[src/core/evbm_pkg.sv]
// Constants, types and condition evaluation for the event bit/mask test unit.
// Assumes one clock domain and an AXI4-Lite register port with a 12-bit byte address.
//
// Operation
// - Type 3 line tests one bit given by operand_first against operand_second condition.
// - Bit condition: 0 none, 1 rise, 2 fall, 3 either, 4 level 0, 8 level 1.
// - On bit test hit, target bit kept, set, cleared or toggled by mode 0..3.
// - On bit test hit with a label configured, sequence jumps to that label.
// - Type 4 line ANDs a described register with an immediate 32-bit mask.
// - Mask condition uses bit codes on masked bits; +32 all masked bits must meet it, +0 any.
// - On mask test hit, operand_fourth bit is set to one and label jump taken.
// - Bit descriptor bytes: index low, index high, register kind, bit number.
// - Jump label is 8 bits; 255 means no jump, 0 to 254 select a label.
// - Valid lines evaluated every tick, even when disabled; pending actions run on the first tick after re-enable.
package evbm_pkg;

    // ************************************************************
    // Register map (byte addresses)
    // ************************************************************
    localparam logic [11:0] OFF_CTRL   = 12'h000;
    localparam logic [11:0] OFF_VALID  = 12'h004;
    localparam logic [11:0] OFF_STATUS = 12'h008;
    localparam logic [11:0] OFF_MASK   = 12'h00C;
    localparam logic [11:0] OFF_PEND   = 12'h010;
    localparam logic [11:0] OFF_TABLE  = 12'h100;
    localparam int          CTRL_EN_BIT = 0;
    localparam logic [31:0] RST_CTRL   = 32'h0000_0000;
    localparam logic [31:0] RST_VALID  = 32'h0000_0000;
    localparam logic [31:0] RST_MASK   = 32'h0000_0000;

    // ************************************************************
    // Event table layout: eight words per line
    // ************************************************************
    localparam logic [2:0] W_TYPE  = 3'h0;
    localparam logic [2:0] W_OP1   = 3'h1;
    localparam logic [2:0] W_OP2   = 3'h2;
    localparam logic [2:0] W_OP3   = 3'h3;
    localparam logic [2:0] W_OP4   = 3'h4;
    localparam logic [2:0] W_LABEL = 3'h5;
    localparam logic [2:0] W_LAST  = 3'h6;

    // ************************************************************
    // Line types, conditions, modes, labels
    // ************************************************************
    localparam logic [7:0] TYPE_BIT_TEST  = 8'h03;
    localparam logic [7:0] TYPE_MASK_TEST = 8'h04;
    localparam int         COND_RISE_BIT  = 0;
    localparam int         COND_FALL_BIT  = 1;
    localparam int         COND_LVL0_BIT  = 2;
    localparam int         COND_LVL1_BIT  = 3;
    localparam int         COND_ALL_BIT   = 5;
    localparam logic [1:0] MODE_KEEP      = 2'h0;
    localparam logic [1:0] MODE_SET       = 2'h1;
    localparam logic [7:0] LABEL_NONE     = 8'hFF;
    localparam logic [1:0] RESP_OKAY      = 2'h0;
    localparam logic [1:0] RESP_SLVERR    = 2'h2;

    // Bit descriptor, byte 0 in the low bits
    typedef struct packed {
        logic [7:0]  bit_num;
        logic [7:0]  kind;
        logic [15:0] index;
    } evbm_desc_s;

    // Bit modification request
    typedef struct packed {
        evbm_desc_s target;
        logic [1:0] op;
    } evbm_bitwr_s;

    typedef enum logic [2:0] {
        ST_IDLE  = 3'b000,
        ST_LOAD  = 3'b001,
        ST_FETCH = 3'b010,
        ST_WAIT  = 3'b011,
        ST_ACT   = 3'b100
    } evbm_state_e;

    // Condition on masked bits; single-bit test passes a one-hot mask
    function automatic logic evbm_cond_met(input logic [7:0]  cond,
                                           input logic [31:0] cur,
                                           input logic [31:0] prev,
                                           input logic [31:0] m,
                                           input logic        have_prev);
        logic [31:0] rise;
        logic [31:0] fall;
        logic        all;
        logic        ev_r;
        logic        ev_f;
        logic        ev_c;
        logic        edge_hit;
        logic        lvl0;
        logic        lvl1;
        rise = ~prev & cur & m;
        fall = prev & ~cur & m;
        all  = cond[COND_ALL_BIT];
        ev_r = all ? (rise == m) : (|rise);
        ev_f = all ? (fall == m) : (|fall);
        ev_c = all ? ((rise | fall) == m) : (|(rise | fall));
        if (!have_prev) begin
            edge_hit = 1'b0;
        end else if (cond[COND_RISE_BIT] && cond[COND_FALL_BIT]) begin
            edge_hit = ev_c;
        end else begin
            edge_hit = (cond[COND_RISE_BIT] && ev_r) || (cond[COND_FALL_BIT] && ev_f);
        end
        lvl0 = all ? ((cur & m) == 32'h0000_0000) : (|(~cur & m));
        lvl1 = all ? ((cur & m) == m) : (|(cur & m));
        return edge_hit || (cond[COND_LVL0_BIT] && lvl0) || (cond[COND_LVL1_BIT] && lvl1);
    endfunction

endpackage

[src/core/evbm_table_mem.sv]
// Event table storage: one write port with byte enables, one registered read port.
// Assumes writer and reader share clk; read data appear one edge after the address.
`timescale 1ns/1ns
module evbm_table_mem #(
    parameter int AW = 6,
    parameter int DW = 32
) (
    input  wire logic            clk,
    input  wire logic            rst,
    input  wire logic            we,
    input  wire logic [AW-1:0]   waddr,
    input  wire logic [DW-1:0]   wdata,
    input  wire logic [DW/8-1:0] wstrb,
    input  wire logic [AW-1:0]   raddr,
    output logic      [DW-1:0]   rdata
);
    logic [DW-1:0] mem [0:(1<<AW)-1];

    // Byte-lane write
    always_ff @(posedge clk) begin
        for (int b = 0; b < DW/8; b++) begin
            if (we && wstrb[b]) begin
                mem[waddr][b*8 +: 8] <= wdata[b*8 +: 8];
            end
        end
    end

    // Registered read
    always_ff @(posedge clk or posedge rst) begin
        if (rst) begin
            rdata <= '0;
        end else begin
            rdata <= mem[raddr];
        end
    end
endmodule // evbm_table_mem

[src/core/evbm_unit.sv]
// Event bit/mask test unit: scans the event table once per sample tick.
// Assumes the sequencer answers register reads with reg_rd_valid, and takes
// bit writes and jumps as one-cycle pulses.
//
// The AXI4-Lite slave port and the register offsets were chosen for this implementation.
`timescale 1ns/1ns
module evbm_unit #(
    parameter int LINES = 8
) (
    input  wire logic                 clk,
    input  wire logic                 rst,
    input  wire logic [11:0]          s_axi_awaddr,
    input  wire logic                 s_axi_awvalid,
    output logic                      s_axi_awready,
    input  wire logic [31:0]          s_axi_wdata,
    input  wire logic [3:0]           s_axi_wstrb,
    input  wire logic                 s_axi_wvalid,
    output logic                      s_axi_wready,
    output logic [1:0]                s_axi_bresp,
    output logic                      s_axi_bvalid,
    input  wire logic                 s_axi_bready,
    input  wire logic [11:0]          s_axi_araddr,
    input  wire logic                 s_axi_arvalid,
    output logic                      s_axi_arready,
    output logic [31:0]               s_axi_rdata,
    output logic [1:0]                s_axi_rresp,
    output logic                      s_axi_rvalid,
    input  wire logic                 s_axi_rready,
    input  wire logic                 sample_tick,
    output logic                      reg_rd_req,
    output evbm_pkg::evbm_desc_s      reg_rd_desc,
    input  wire logic                 reg_rd_valid,
    input  wire logic [31:0]          reg_rd_data,
    output logic                      bit_wr_valid,
    output evbm_pkg::evbm_bitwr_s     bit_wr,
    output logic                      jump_valid,
    output logic [7:0]                jump_label,
    output logic                      irq
);
    import evbm_pkg::*;

    localparam int LW = (LINES > 1) ? $clog2(LINES) : 1;
    localparam int AW = LW + 3;

    // ************************************************************
    // Declarations
    // ************************************************************
    logic              ctrl_en;
    logic [LINES-1:0]  line_valid;
    logic [LINES-1:0]  status;
    logic [LINES-1:0]  irq_mask;
    logic [LINES-1:0]  pending;
    logic [LINES-1:0]  have_prev;
    logic [31:0]       prev_word [0:LINES-1];
    logic              aw_full;
    logic [11:0]       aw_addr;
    logic              w_full;
    logic [31:0]       w_data;
    logic [3:0]        w_strb;
    logic              ar_full;
    logic [11:0]       ar_addr;
    logic              mem_wait;
    evbm_state_e       st;
    logic [LW-1:0]     cur_line;
    logic [2:0]        wcnt;
    logic              tick_pend;
    logic [7:0]        cfg_type;
    logic [31:0]       cfg_op1;
    logic [31:0]       cfg_op2;
    logic [31:0]       cfg_op3;
    logic [31:0]       cfg_op4;
    logic [7:0]        cfg_label;
    logic [31:0]       sample;
    logic [31:0]       mem_rdata;

    // Address decode shared by read and write paths
    function automatic logic is_table(input logic [11:0] a);
        return (a[11:8] == OFF_TABLE[11:8]) && (32'(a[7:5]) < LINES);
    endfunction

    function automatic logic is_reg(input logic [11:0] a);
        return (a == OFF_CTRL) || (a == OFF_VALID) || (a == OFF_STATUS)
            || (a == OFF_MASK) || (a == OFF_PEND);
    endfunction

    function automatic logic [31:0] merge(input logic [31:0] old, input logic [31:0] d, input logic [3:0] s);
        logic [31:0] r;
        r = old;
        for (int b = 0; b < 4; b++) begin
            if (s[b]) begin
                r[b*8 +: 8] = d[b*8 +: 8];
            end
        end
        return r;
    endfunction

    // ************************************************************
    // AXI4-Lite handshakes
    // ************************************************************
    wire aw_hs       = s_axi_awvalid && s_axi_awready;
    wire w_hs        = s_axi_wvalid && s_axi_wready;
    wire ar_hs       = s_axi_arvalid && s_axi_arready;
    wire do_write    = aw_full && w_full && !s_axi_bvalid;
    wire wr_tab      = is_table(aw_addr);
    wire wr_ok       = wr_tab || is_reg(aw_addr);
    wire ar_tab      = is_table(ar_addr);
    wire start       = (st == ST_IDLE) && (sample_tick || tick_pend);
    wire rd_go_reg   = ar_full && !s_axi_rvalid && !ar_tab && !mem_wait;
    wire rd_go_tab   = ar_full && !s_axi_rvalid && ar_tab && !mem_wait && (st == ST_IDLE) && !start;
    wire next_aw_full = aw_full ? !do_write : aw_hs;
    wire next_w_full  = w_full ? !do_write : w_hs;
    wire next_bvalid  = s_axi_bvalid ? !s_axi_bready : do_write;
    wire next_ar_full = ar_full ? !(rd_go_reg || mem_wait) : ar_hs;
    wire next_rvalid  = s_axi_rvalid ? !s_axi_rready : (rd_go_reg || mem_wait);

    // Register read mux, narrow fields in the low bits
    wire [31:0] reg_rdata =
        (ar_addr == OFF_CTRL)   ? {31'h0000_0000, ctrl_en} :
        (ar_addr == OFF_VALID)  ? 32'(line_valid) :
        (ar_addr == OFF_STATUS) ? 32'(status) :
        (ar_addr == OFF_MASK)   ? 32'(irq_mask) :
        (ar_addr == OFF_PEND)   ? 32'(pending) : 32'h0000_0000;

    // Write-side register effects
    wire [31:0]      wr_merged  = merge(32'h0000_0000, w_data, w_strb);
    wire             wr_ctrl    = do_write && (aw_addr == OFF_CTRL);
    wire             wr_valid   = do_write && (aw_addr == OFF_VALID);
    wire             wr_mask    = do_write && (aw_addr == OFF_MASK);
    wire [LINES-1:0] status_clr = (do_write && (aw_addr == OFF_STATUS)) ? wr_merged[LINES-1:0] : '0;

    // Write channel state
    always_ff @(posedge clk or posedge rst) begin
        if (rst) begin
            aw_full <= 1'b0;
            w_full  <= 1'b0;
            aw_addr <= 12'h000;
            w_data  <= 32'h0000_0000;
            w_strb  <= 4'h0;
        end else begin
            aw_full <= next_aw_full;
            w_full  <= next_w_full;
            if (aw_hs) aw_addr <= s_axi_awaddr;
            if (w_hs) begin
                w_data <= s_axi_wdata;
                w_strb <= s_axi_wstrb;
            end
        end
    end

    // Write response and ready flags
    always_ff @(posedge clk or posedge rst) begin
        if (rst) begin
            s_axi_awready <= 1'b0;
            s_axi_wready  <= 1'b0;
            s_axi_bvalid  <= 1'b0;
            s_axi_bresp   <= RESP_OKAY;
        end else begin
            s_axi_awready <= !next_aw_full && !next_bvalid;
            s_axi_wready  <= !next_w_full && !next_bvalid;
            s_axi_bvalid  <= next_bvalid;
            if (do_write) s_axi_bresp <= wr_ok ? RESP_OKAY : RESP_SLVERR;
        end
    end

    // Read channel, table reads wait for the scanner to go idle
    always_ff @(posedge clk or posedge rst) begin
        if (rst) begin
            ar_full       <= 1'b0;
            ar_addr       <= 12'h000;
            mem_wait      <= 1'b0;
            s_axi_arready <= 1'b0;
            s_axi_rvalid  <= 1'b0;
            s_axi_rdata   <= 32'h0000_0000;
            s_axi_rresp   <= RESP_OKAY;
        end else begin
            ar_full       <= next_ar_full;
            mem_wait      <= rd_go_tab;
            s_axi_arready <= !next_ar_full && !next_rvalid;
            s_axi_rvalid  <= next_rvalid;
            if (ar_hs) ar_addr <= s_axi_araddr;
            if (rd_go_reg) begin
                s_axi_rdata <= reg_rdata;
                s_axi_rresp <= is_reg(ar_addr) ? RESP_OKAY : RESP_SLVERR;
            end else if (mem_wait) begin
                s_axi_rdata <= mem_rdata;
                s_axi_rresp <= RESP_OKAY;
            end
        end
    end

    // ************************************************************
    // Event table memory
    // ************************************************************
    wire [AW-1:0] mem_raddr = (st == ST_IDLE) ? ar_addr[AW+1:2] : {cur_line, wcnt};

    evbm_table_mem #(
        .AW (AW),
        .DW (32)
    ) u_table (
        .clk   (clk),
        .rst   (rst),
        .we    (do_write && wr_tab),
        .waddr (aw_addr[AW+1:2]),
        .wdata (w_data),
        .wstrb (w_strb),
        .raddr (mem_raddr),
        .rdata (mem_rdata)
    );

    // ************************************************************
    // Line evaluation
    // ************************************************************
    wire             is_bit   = (cfg_type == TYPE_BIT_TEST);
    wire             is_msk   = (cfg_type == TYPE_MASK_TEST);
    wire             line_ok  = line_valid[cur_line] && (is_bit || is_msk);
    wire             last_ln  = (32'(cur_line) == LINES - 1);
    evbm_desc_s      d_test;
    assign d_test = evbm_desc_s'(cfg_op1);
    wire [31:0]      bit_m    = 32'h0000_0001 << d_test.bit_num[4:0];
    wire [31:0]      tmask    = is_bit ? bit_m : cfg_op1;
    wire [7:0]       tcond    = is_bit ? {2'b00, cfg_op2[5:0] & 6'h0F} : cfg_op3[7:0];
    wire [31:0]      cur_word = sample & tmask;
    wire             met      = evbm_cond_met(tcond, cur_word, prev_word[cur_line],
                                              tmask, have_prev[cur_line]);
    wire             fire     = line_ok && (met || pending[cur_line]);
    wire             exec     = fire && ctrl_en;
    wire [1:0]       tmode    = is_bit ? ((cfg_op4 < 32'h4) ? cfg_op4[1:0] : MODE_KEEP)
                                       : MODE_SET;
    wire             act_st   = (st == ST_ACT);
    wire [LINES-1:0] line_hot = LINES'(1) << cur_line;
    wire [LINES-1:0] st_set   = (act_st && exec) ? line_hot : '0;
    wire [LINES-1:0] pd_set   = (act_st && line_ok && met && !ctrl_en) ? line_hot : '0;

    // Control registers; hardware set wins over software clear
    always_ff @(posedge clk or posedge rst) begin
        if (rst) begin
            ctrl_en    <= RST_CTRL[CTRL_EN_BIT];
            line_valid <= RST_VALID[LINES-1:0];
            irq_mask   <= RST_MASK[LINES-1:0];
            status     <= '0;
            pending    <= '0;
            irq        <= 1'b0;
        end else begin
            if (wr_ctrl) ctrl_en <= wr_merged[CTRL_EN_BIT];
            if (wr_valid) line_valid <= wr_merged[LINES-1:0];
            if (wr_mask) irq_mask <= wr_merged[LINES-1:0];
            status  <= (status & ~status_clr) | st_set;
            pending <= (pending & ~st_set) | pd_set;
            irq     <= |(status & irq_mask);
        end
    end

    // Previous sample per line
    always_ff @(posedge clk or posedge rst) begin
        if (rst) begin
            have_prev <= '0;
            for (int i = 0; i < LINES; i++) prev_word[i] <= 32'h0000_0000;
        end else if (act_st && line_ok) begin
            prev_word[cur_line] <= cur_word;
            have_prev[cur_line] <= 1'b1;
        end
    end

    // ************************************************************
    // Scanner: every line once per tick
    // ************************************************************
    always_ff @(posedge clk or posedge rst) begin
        if (rst) begin
            st           <= ST_IDLE;
            cur_line     <= '0;
            wcnt         <= 3'h0;
            tick_pend    <= 1'b0;
            cfg_type     <= 8'h00;
            cfg_op1      <= 32'h0000_0000;
            cfg_op2      <= 32'h0000_0000;
            cfg_op3      <= 32'h0000_0000;
            cfg_op4      <= 32'h0000_0000;
            cfg_label    <= LABEL_NONE;
            sample       <= 32'h0000_0000;
            reg_rd_req   <= 1'b0;
            reg_rd_desc  <= '0;
            bit_wr_valid <= 1'b0;
            bit_wr       <= '0;
            jump_valid   <= 1'b0;
            jump_label   <= LABEL_NONE;
        end else begin
            reg_rd_req   <= 1'b0;
            bit_wr_valid <= 1'b0;
            jump_valid   <= 1'b0;
            if (sample_tick && !start) tick_pend <= 1'b1;
            unique case (st)
                ST_IDLE: begin
                    if (start) begin
                        tick_pend <= 1'b0;
                        cur_line  <= '0;
                        wcnt      <= W_TYPE;
                        st        <= ST_LOAD;
                    end
                end
                ST_LOAD: begin
                    wcnt <= wcnt + 3'h1;
                    unique case (wcnt - 3'h1)
                        W_TYPE:  cfg_type  <= mem_rdata[7:0];
                        W_OP1:   cfg_op1   <= mem_rdata;
                        W_OP2:   cfg_op2   <= mem_rdata;
                        W_OP3:   cfg_op3   <= mem_rdata;
                        W_OP4:   cfg_op4   <= mem_rdata;
                        W_LABEL: cfg_label <= mem_rdata[7:0];
                        default: ;
                    endcase
                    if (wcnt == W_LAST) st <= ST_FETCH;
                end
                ST_FETCH: begin
                    if (line_ok) begin
                        reg_rd_req  <= 1'b1;
                        // Register read only: bit number byte sent as zero
                        reg_rd_desc <= is_bit ? evbm_desc_s'({8'h00, cfg_op1[23:0]})
                                              : evbm_desc_s'({8'h00, cfg_op2[23:0]});
                        st          <= ST_WAIT;
                    end else if (last_ln) begin
                        st <= ST_IDLE;
                    end else begin
                        cur_line <= cur_line + LW'(1);
                        wcnt     <= W_TYPE;
                        st       <= ST_LOAD;
                    end
                end
                ST_WAIT: begin
                    if (reg_rd_valid) begin
                        sample <= reg_rd_data;
                        st     <= ST_ACT;
                    end
                end
                ST_ACT: begin
                    if (exec && tmode != MODE_KEEP) begin
                        bit_wr_valid  <= 1'b1;
                        bit_wr.target <= is_bit ? evbm_desc_s'(cfg_op3) : evbm_desc_s'(cfg_op4);
                        bit_wr.op     <= tmode;
                    end
                    if (exec && cfg_label != LABEL_NONE) begin
                        jump_valid <= 1'b1;
                        jump_label <= cfg_label;
                    end
                    if (last_ln) begin
                        st <= ST_IDLE;
                    end else begin
                        cur_line <= cur_line + LW'(1);
                        wcnt     <= W_TYPE;
                        st       <= ST_LOAD;
                    end
                end
                default: st <= ST_IDLE;
            endcase
        end
    end
endmodule // evbm_unit

[config.mk]
export PLATFORM = sky130hd
export DESIGN_NAME = evbm_unit
export DESIGN_NICKNAME = d
export VERILOG_FILES = /design/src/core/evbm_pkg.sv /design/src/core/evbm_table_mem.sv /design/src/core/evbm_unit.sv
export SDC_FILE = /design/constraint.sdc
export NUM_CORES = 2
export LEC_CHECK = 0
export BUFFER_PORTS_ARGS = -buffer_cell sky130_fd_sc_hd__buf_2
export CORE_MARGIN = 5
export CORE_UTILIZATION = 55
export DETAILED_ROUTE_END_ITERATION = 10
export GPL_TIMING_DRIVEN = 0
export PLACE_DENSITY = 0.71
export SLEW_MARGIN = 10
export SYNTH_ARGS = -nofsm -noshare
export SYNTH_HDL_FRONTEND = slang
export SYNTH_SLANG_ARGS = --single-unit
[constraint.sdc]
create_clock -name clk -period 47 [get_ports clk]
set_input_delay 7.05 -clock clk [delete_from_list [all_inputs] [get_ports clk]]
set_output_delay 7.05 -clock clk [all_outputs]
set_load 0.05 [all_outputs]
==> results.cfg <==
[status]
outcome = complete, but fails checks
violations = max-capacitance violations, max-slew violations

[setup_path]
worstPathMaxFanout = 2
cp-start-kind = flop
crit_slowest_cell = dfrtp_1
reg2reg_depth = 12
cpPeakStageDelay_ns = 0.51
crit_type = flop to output pin
cp.depth = 1
path_delay_family = flip-flops
reg2reg_from = st[2]$_DFFE_PP0P_
worst-path-buf-inv = 1
end_kind = output pin
crit_start = s_axi_rdata[3]$_DFFE_PP0N_
worstPathArrival_ns = 1.79
critPathRequiredTime_ns = 39.95
crit_chain = buf_2

[clock_network]
cts_hold_buf = 0
clock_latency_ns = 0.98
htreeDepth = 5
cts_tree = built
cts_sinks = 2728
clk_pin_slew_ns = 0.06
post-cts-setup-buffers = 0
cts_buffers = 294
cts_resized = 0
cts_root_buf = clkbuf_16
clockBufferDepth = 4

[yosys]
synth_edf_count = 2048
synth-seq-cells = 2728
synth_ff_type = edfxtp_1
yosysSeqAreaShare_pct = 69.2
synth_largest_area_cell = edfxtp_1
syn_inst = 9388
synth_cell_types = 90
synth_area_per_cell_um2 = 12.1
netlist_area_um2 = 113000
synthArstFlopShare_pct = 24.9
ys_top_cells_by_area = edfxtp_1, dfrtp_1, nand2_1
ys_warn_count = 0
synth_top_area_share_pct = 54.2

[power]
ir_worst_vdd_mv = 0.0715
power_uw = 9520
p_leak_uw = 0.0468
power_density_nw_per_um2 = 74.1

[placement]
dp_hpwl_um = 285000
place_congestion = 1.08
io_buffer_count = 209
place_ws_ns = 37.62
dpl.cell_count = 12344

[timing]
period_needed_ns = 8.84
setup_ws_ns = 38.16
maxSlewViolCount = 11
max_freq_mhz = 113
skew_ns = 0.0502
finalHoldViolations = 0
fin_crit_sh_pct = 18.8
setup_viol = 0
tightest_slew_ns = 1.51
tns_ns = 0
rsz0062_at_grt = false
slew_headroom_pct = -0.366

[finish]
drive_gt1_share_pct = 10.9
syn_to_final_growth_pct = 13.2
nets = 10064
fillers = 15334
instances_no_fill = 12874

[worst_hold_path]
min_from = have_prev[3]$_DFFE_PP0P_
hold_class = flop to flop
hold_depth = 2

[route]
drtIter0Drc = 13103
drc_errors = 0
via_count = 83845
drtAntennaViolNets = 0
routedWlPerCell_um = 31.0
drt-total-wl_um = 399000
first_pass_iters = 9
viasPerCell = 6.51

[die]
row_count = 166
coreArea_um2 = 205000
die_h_um = 464
start_util_pct = 55.3
num_io_pins = 220
die_x_um = 464
die-area_um2 = 215000

[grt]
grt_pass1_wl_um = 562000
grt.total_usage_pct = 36.2
grt-ovfl-total = 0
grt_pass1_vias = 79683
grt_max_degree = 119
antenna_found_initial = 39

[run]
max-cap-violations = 1
per-layer routing:
metal / part of all wire, % / up-vias / track usage (%) / routed length [µm]
met5: 0.029 / - / 0 / 117
met4: 7.8 / 20 / 23.3 / 31200
met3: 13 / 1323 / 10.2 / 50000
met2: 45 / 5971 / 54.8 / 178000
met1: 35 / 41149 / 46.0 / 140000
li1: - / 35382 / - / -
per-stage QoR:
| stage | util (%) | hold slack [ns] | area (µm²) |
|---|---|---|---|
| after floorplan | - | 0.414 | 113000 |
| after global placement | 57.5 | 0.430 | 118000 |
| after detailed placement | 58.1 | 0.438 | 119000 |
| after CTS | 62.6 | 0.452 | 128000 |
| after global routing | 62.6 | 0.480 | 128000 |
| final | 62.7 | 0.451 | 128000 |
report_power, final:
part           total [µW]  internal, µW  switching (µW)
sequential           3320          3010             311
combinational        3940           972            2970
clock                2260          1320             938
total                9520          5300            4210
Yosys cell counts (16+ instances only):
master,count
dfstp_2,16
and3_1,262
o21ai_1,21
mux2_2,240
o22ai_1,26
or2_2,16
mux2i_1,87
dfrtp_1,664
a311oi_1,384
edfxtp_1,2048
a22oi_1,41
nand4_1,26
clkbuf_1,585
nand2b_1,27
a31oi_1,131
mux2_4,29
nor4_1,30
a21oi_1,193
buf_1,51
a211oi_1,108
nor2b_1,19
o21ai_0,367
nor2_1,338
nand3_1,552
inv_1,45
nand2_1,2686
a22o_1,39
buf_2,26
buf_4,16
nor3_1,22
worst paths after layout:
check | end | slack (ns)
max | s_axi_rdata[3] | 38.16
min in group asynchronous | prev_word[113]$_DFFE_PP0P_ | 6.14
max in group asynchronous | w_data[23]$_DFFE_PP0P_ | 38.60
max reg2reg | u_table.rdata[10]$_DFF_PP0_ | 39.15
min reg2reg | have_prev[3]$_DFFE_PP0P_ | 0.45
min | have_prev[3]$_DFFE_PP0P_ | 0.45
final cells by class:
type / instances / area (µm²) / area share [%]
buffer: 683 / 2710 / 2.11
sequential: 2728 / 78700 / 61.2
tap: 2688 / 3360 / 2.62
multi-input combinational: 5940 / 32100 / 25.0
timing repair buffer: 259 / 2130 / 1.65
inverter: 46 / 180 / 0.140
antenna: 21 / 52.6 / 0.0409
clock buffer: 387 / 8100 / 6.30
clock inverter: 122 / 1140 / 0.891
registers in the layout, summed over array words and instances, names as in the netlist, 12 cells and up:
name / cells
ar_addr: 12
aw_addr: 12
bit_wr: 34
cfg_op1: 32
cfg_op2: 24
cfg_op3: 32
cfg_op4: 32
prev_word: 256
reg_rd_desc: 24
s_axi_rdata: 32
sample: 32
u_table.mem: 2048
u_table.rdata: 32
w_data: 32
placed cells by master, fill, tap and decap left out, types with 45 or more instances in the layout:
| cell | instances |
|---|---|
| and3_1 | 262 |
| mux2_2 | 240 |
| o21ai_0 | 366 |
| mux2i_1 | 86 |
| nand3_1 | 552 |
| edfxtp_1 | 2048 |
| clkinv_1 | 45 |
| buf_1 | 48 |
| nand2_1 | 2683 |
| clkbuf_1 | 635 |
| clkbuf_16 | 301 |
| dfrtp_1 | 632 |
| nor2_1 | 337 |
| buf_2 | 238 |
| a211oi_1 | 108 |
| a21oi_1 | 193 |
| a311oi_1 | 384 |
| a31oi_1 | 131 |
kinds of logic (layout without fill, tap and decap cells):
family          after synthesis  in the layout  share of synthesized area (%)
simple gates               4058           4058                           15.2
buf+inv                     729           1497                           2.53
mux                         372            372                           3.84
compound gates             1463           1463                           8.89
fa+ha+maj                    11             11                          0.121
other cells                   1             31                        0.00331
flops                      2728           2728                           69.2
xor+xnor                     26             26                          0.201
Power figures use the tool's default switching activity.
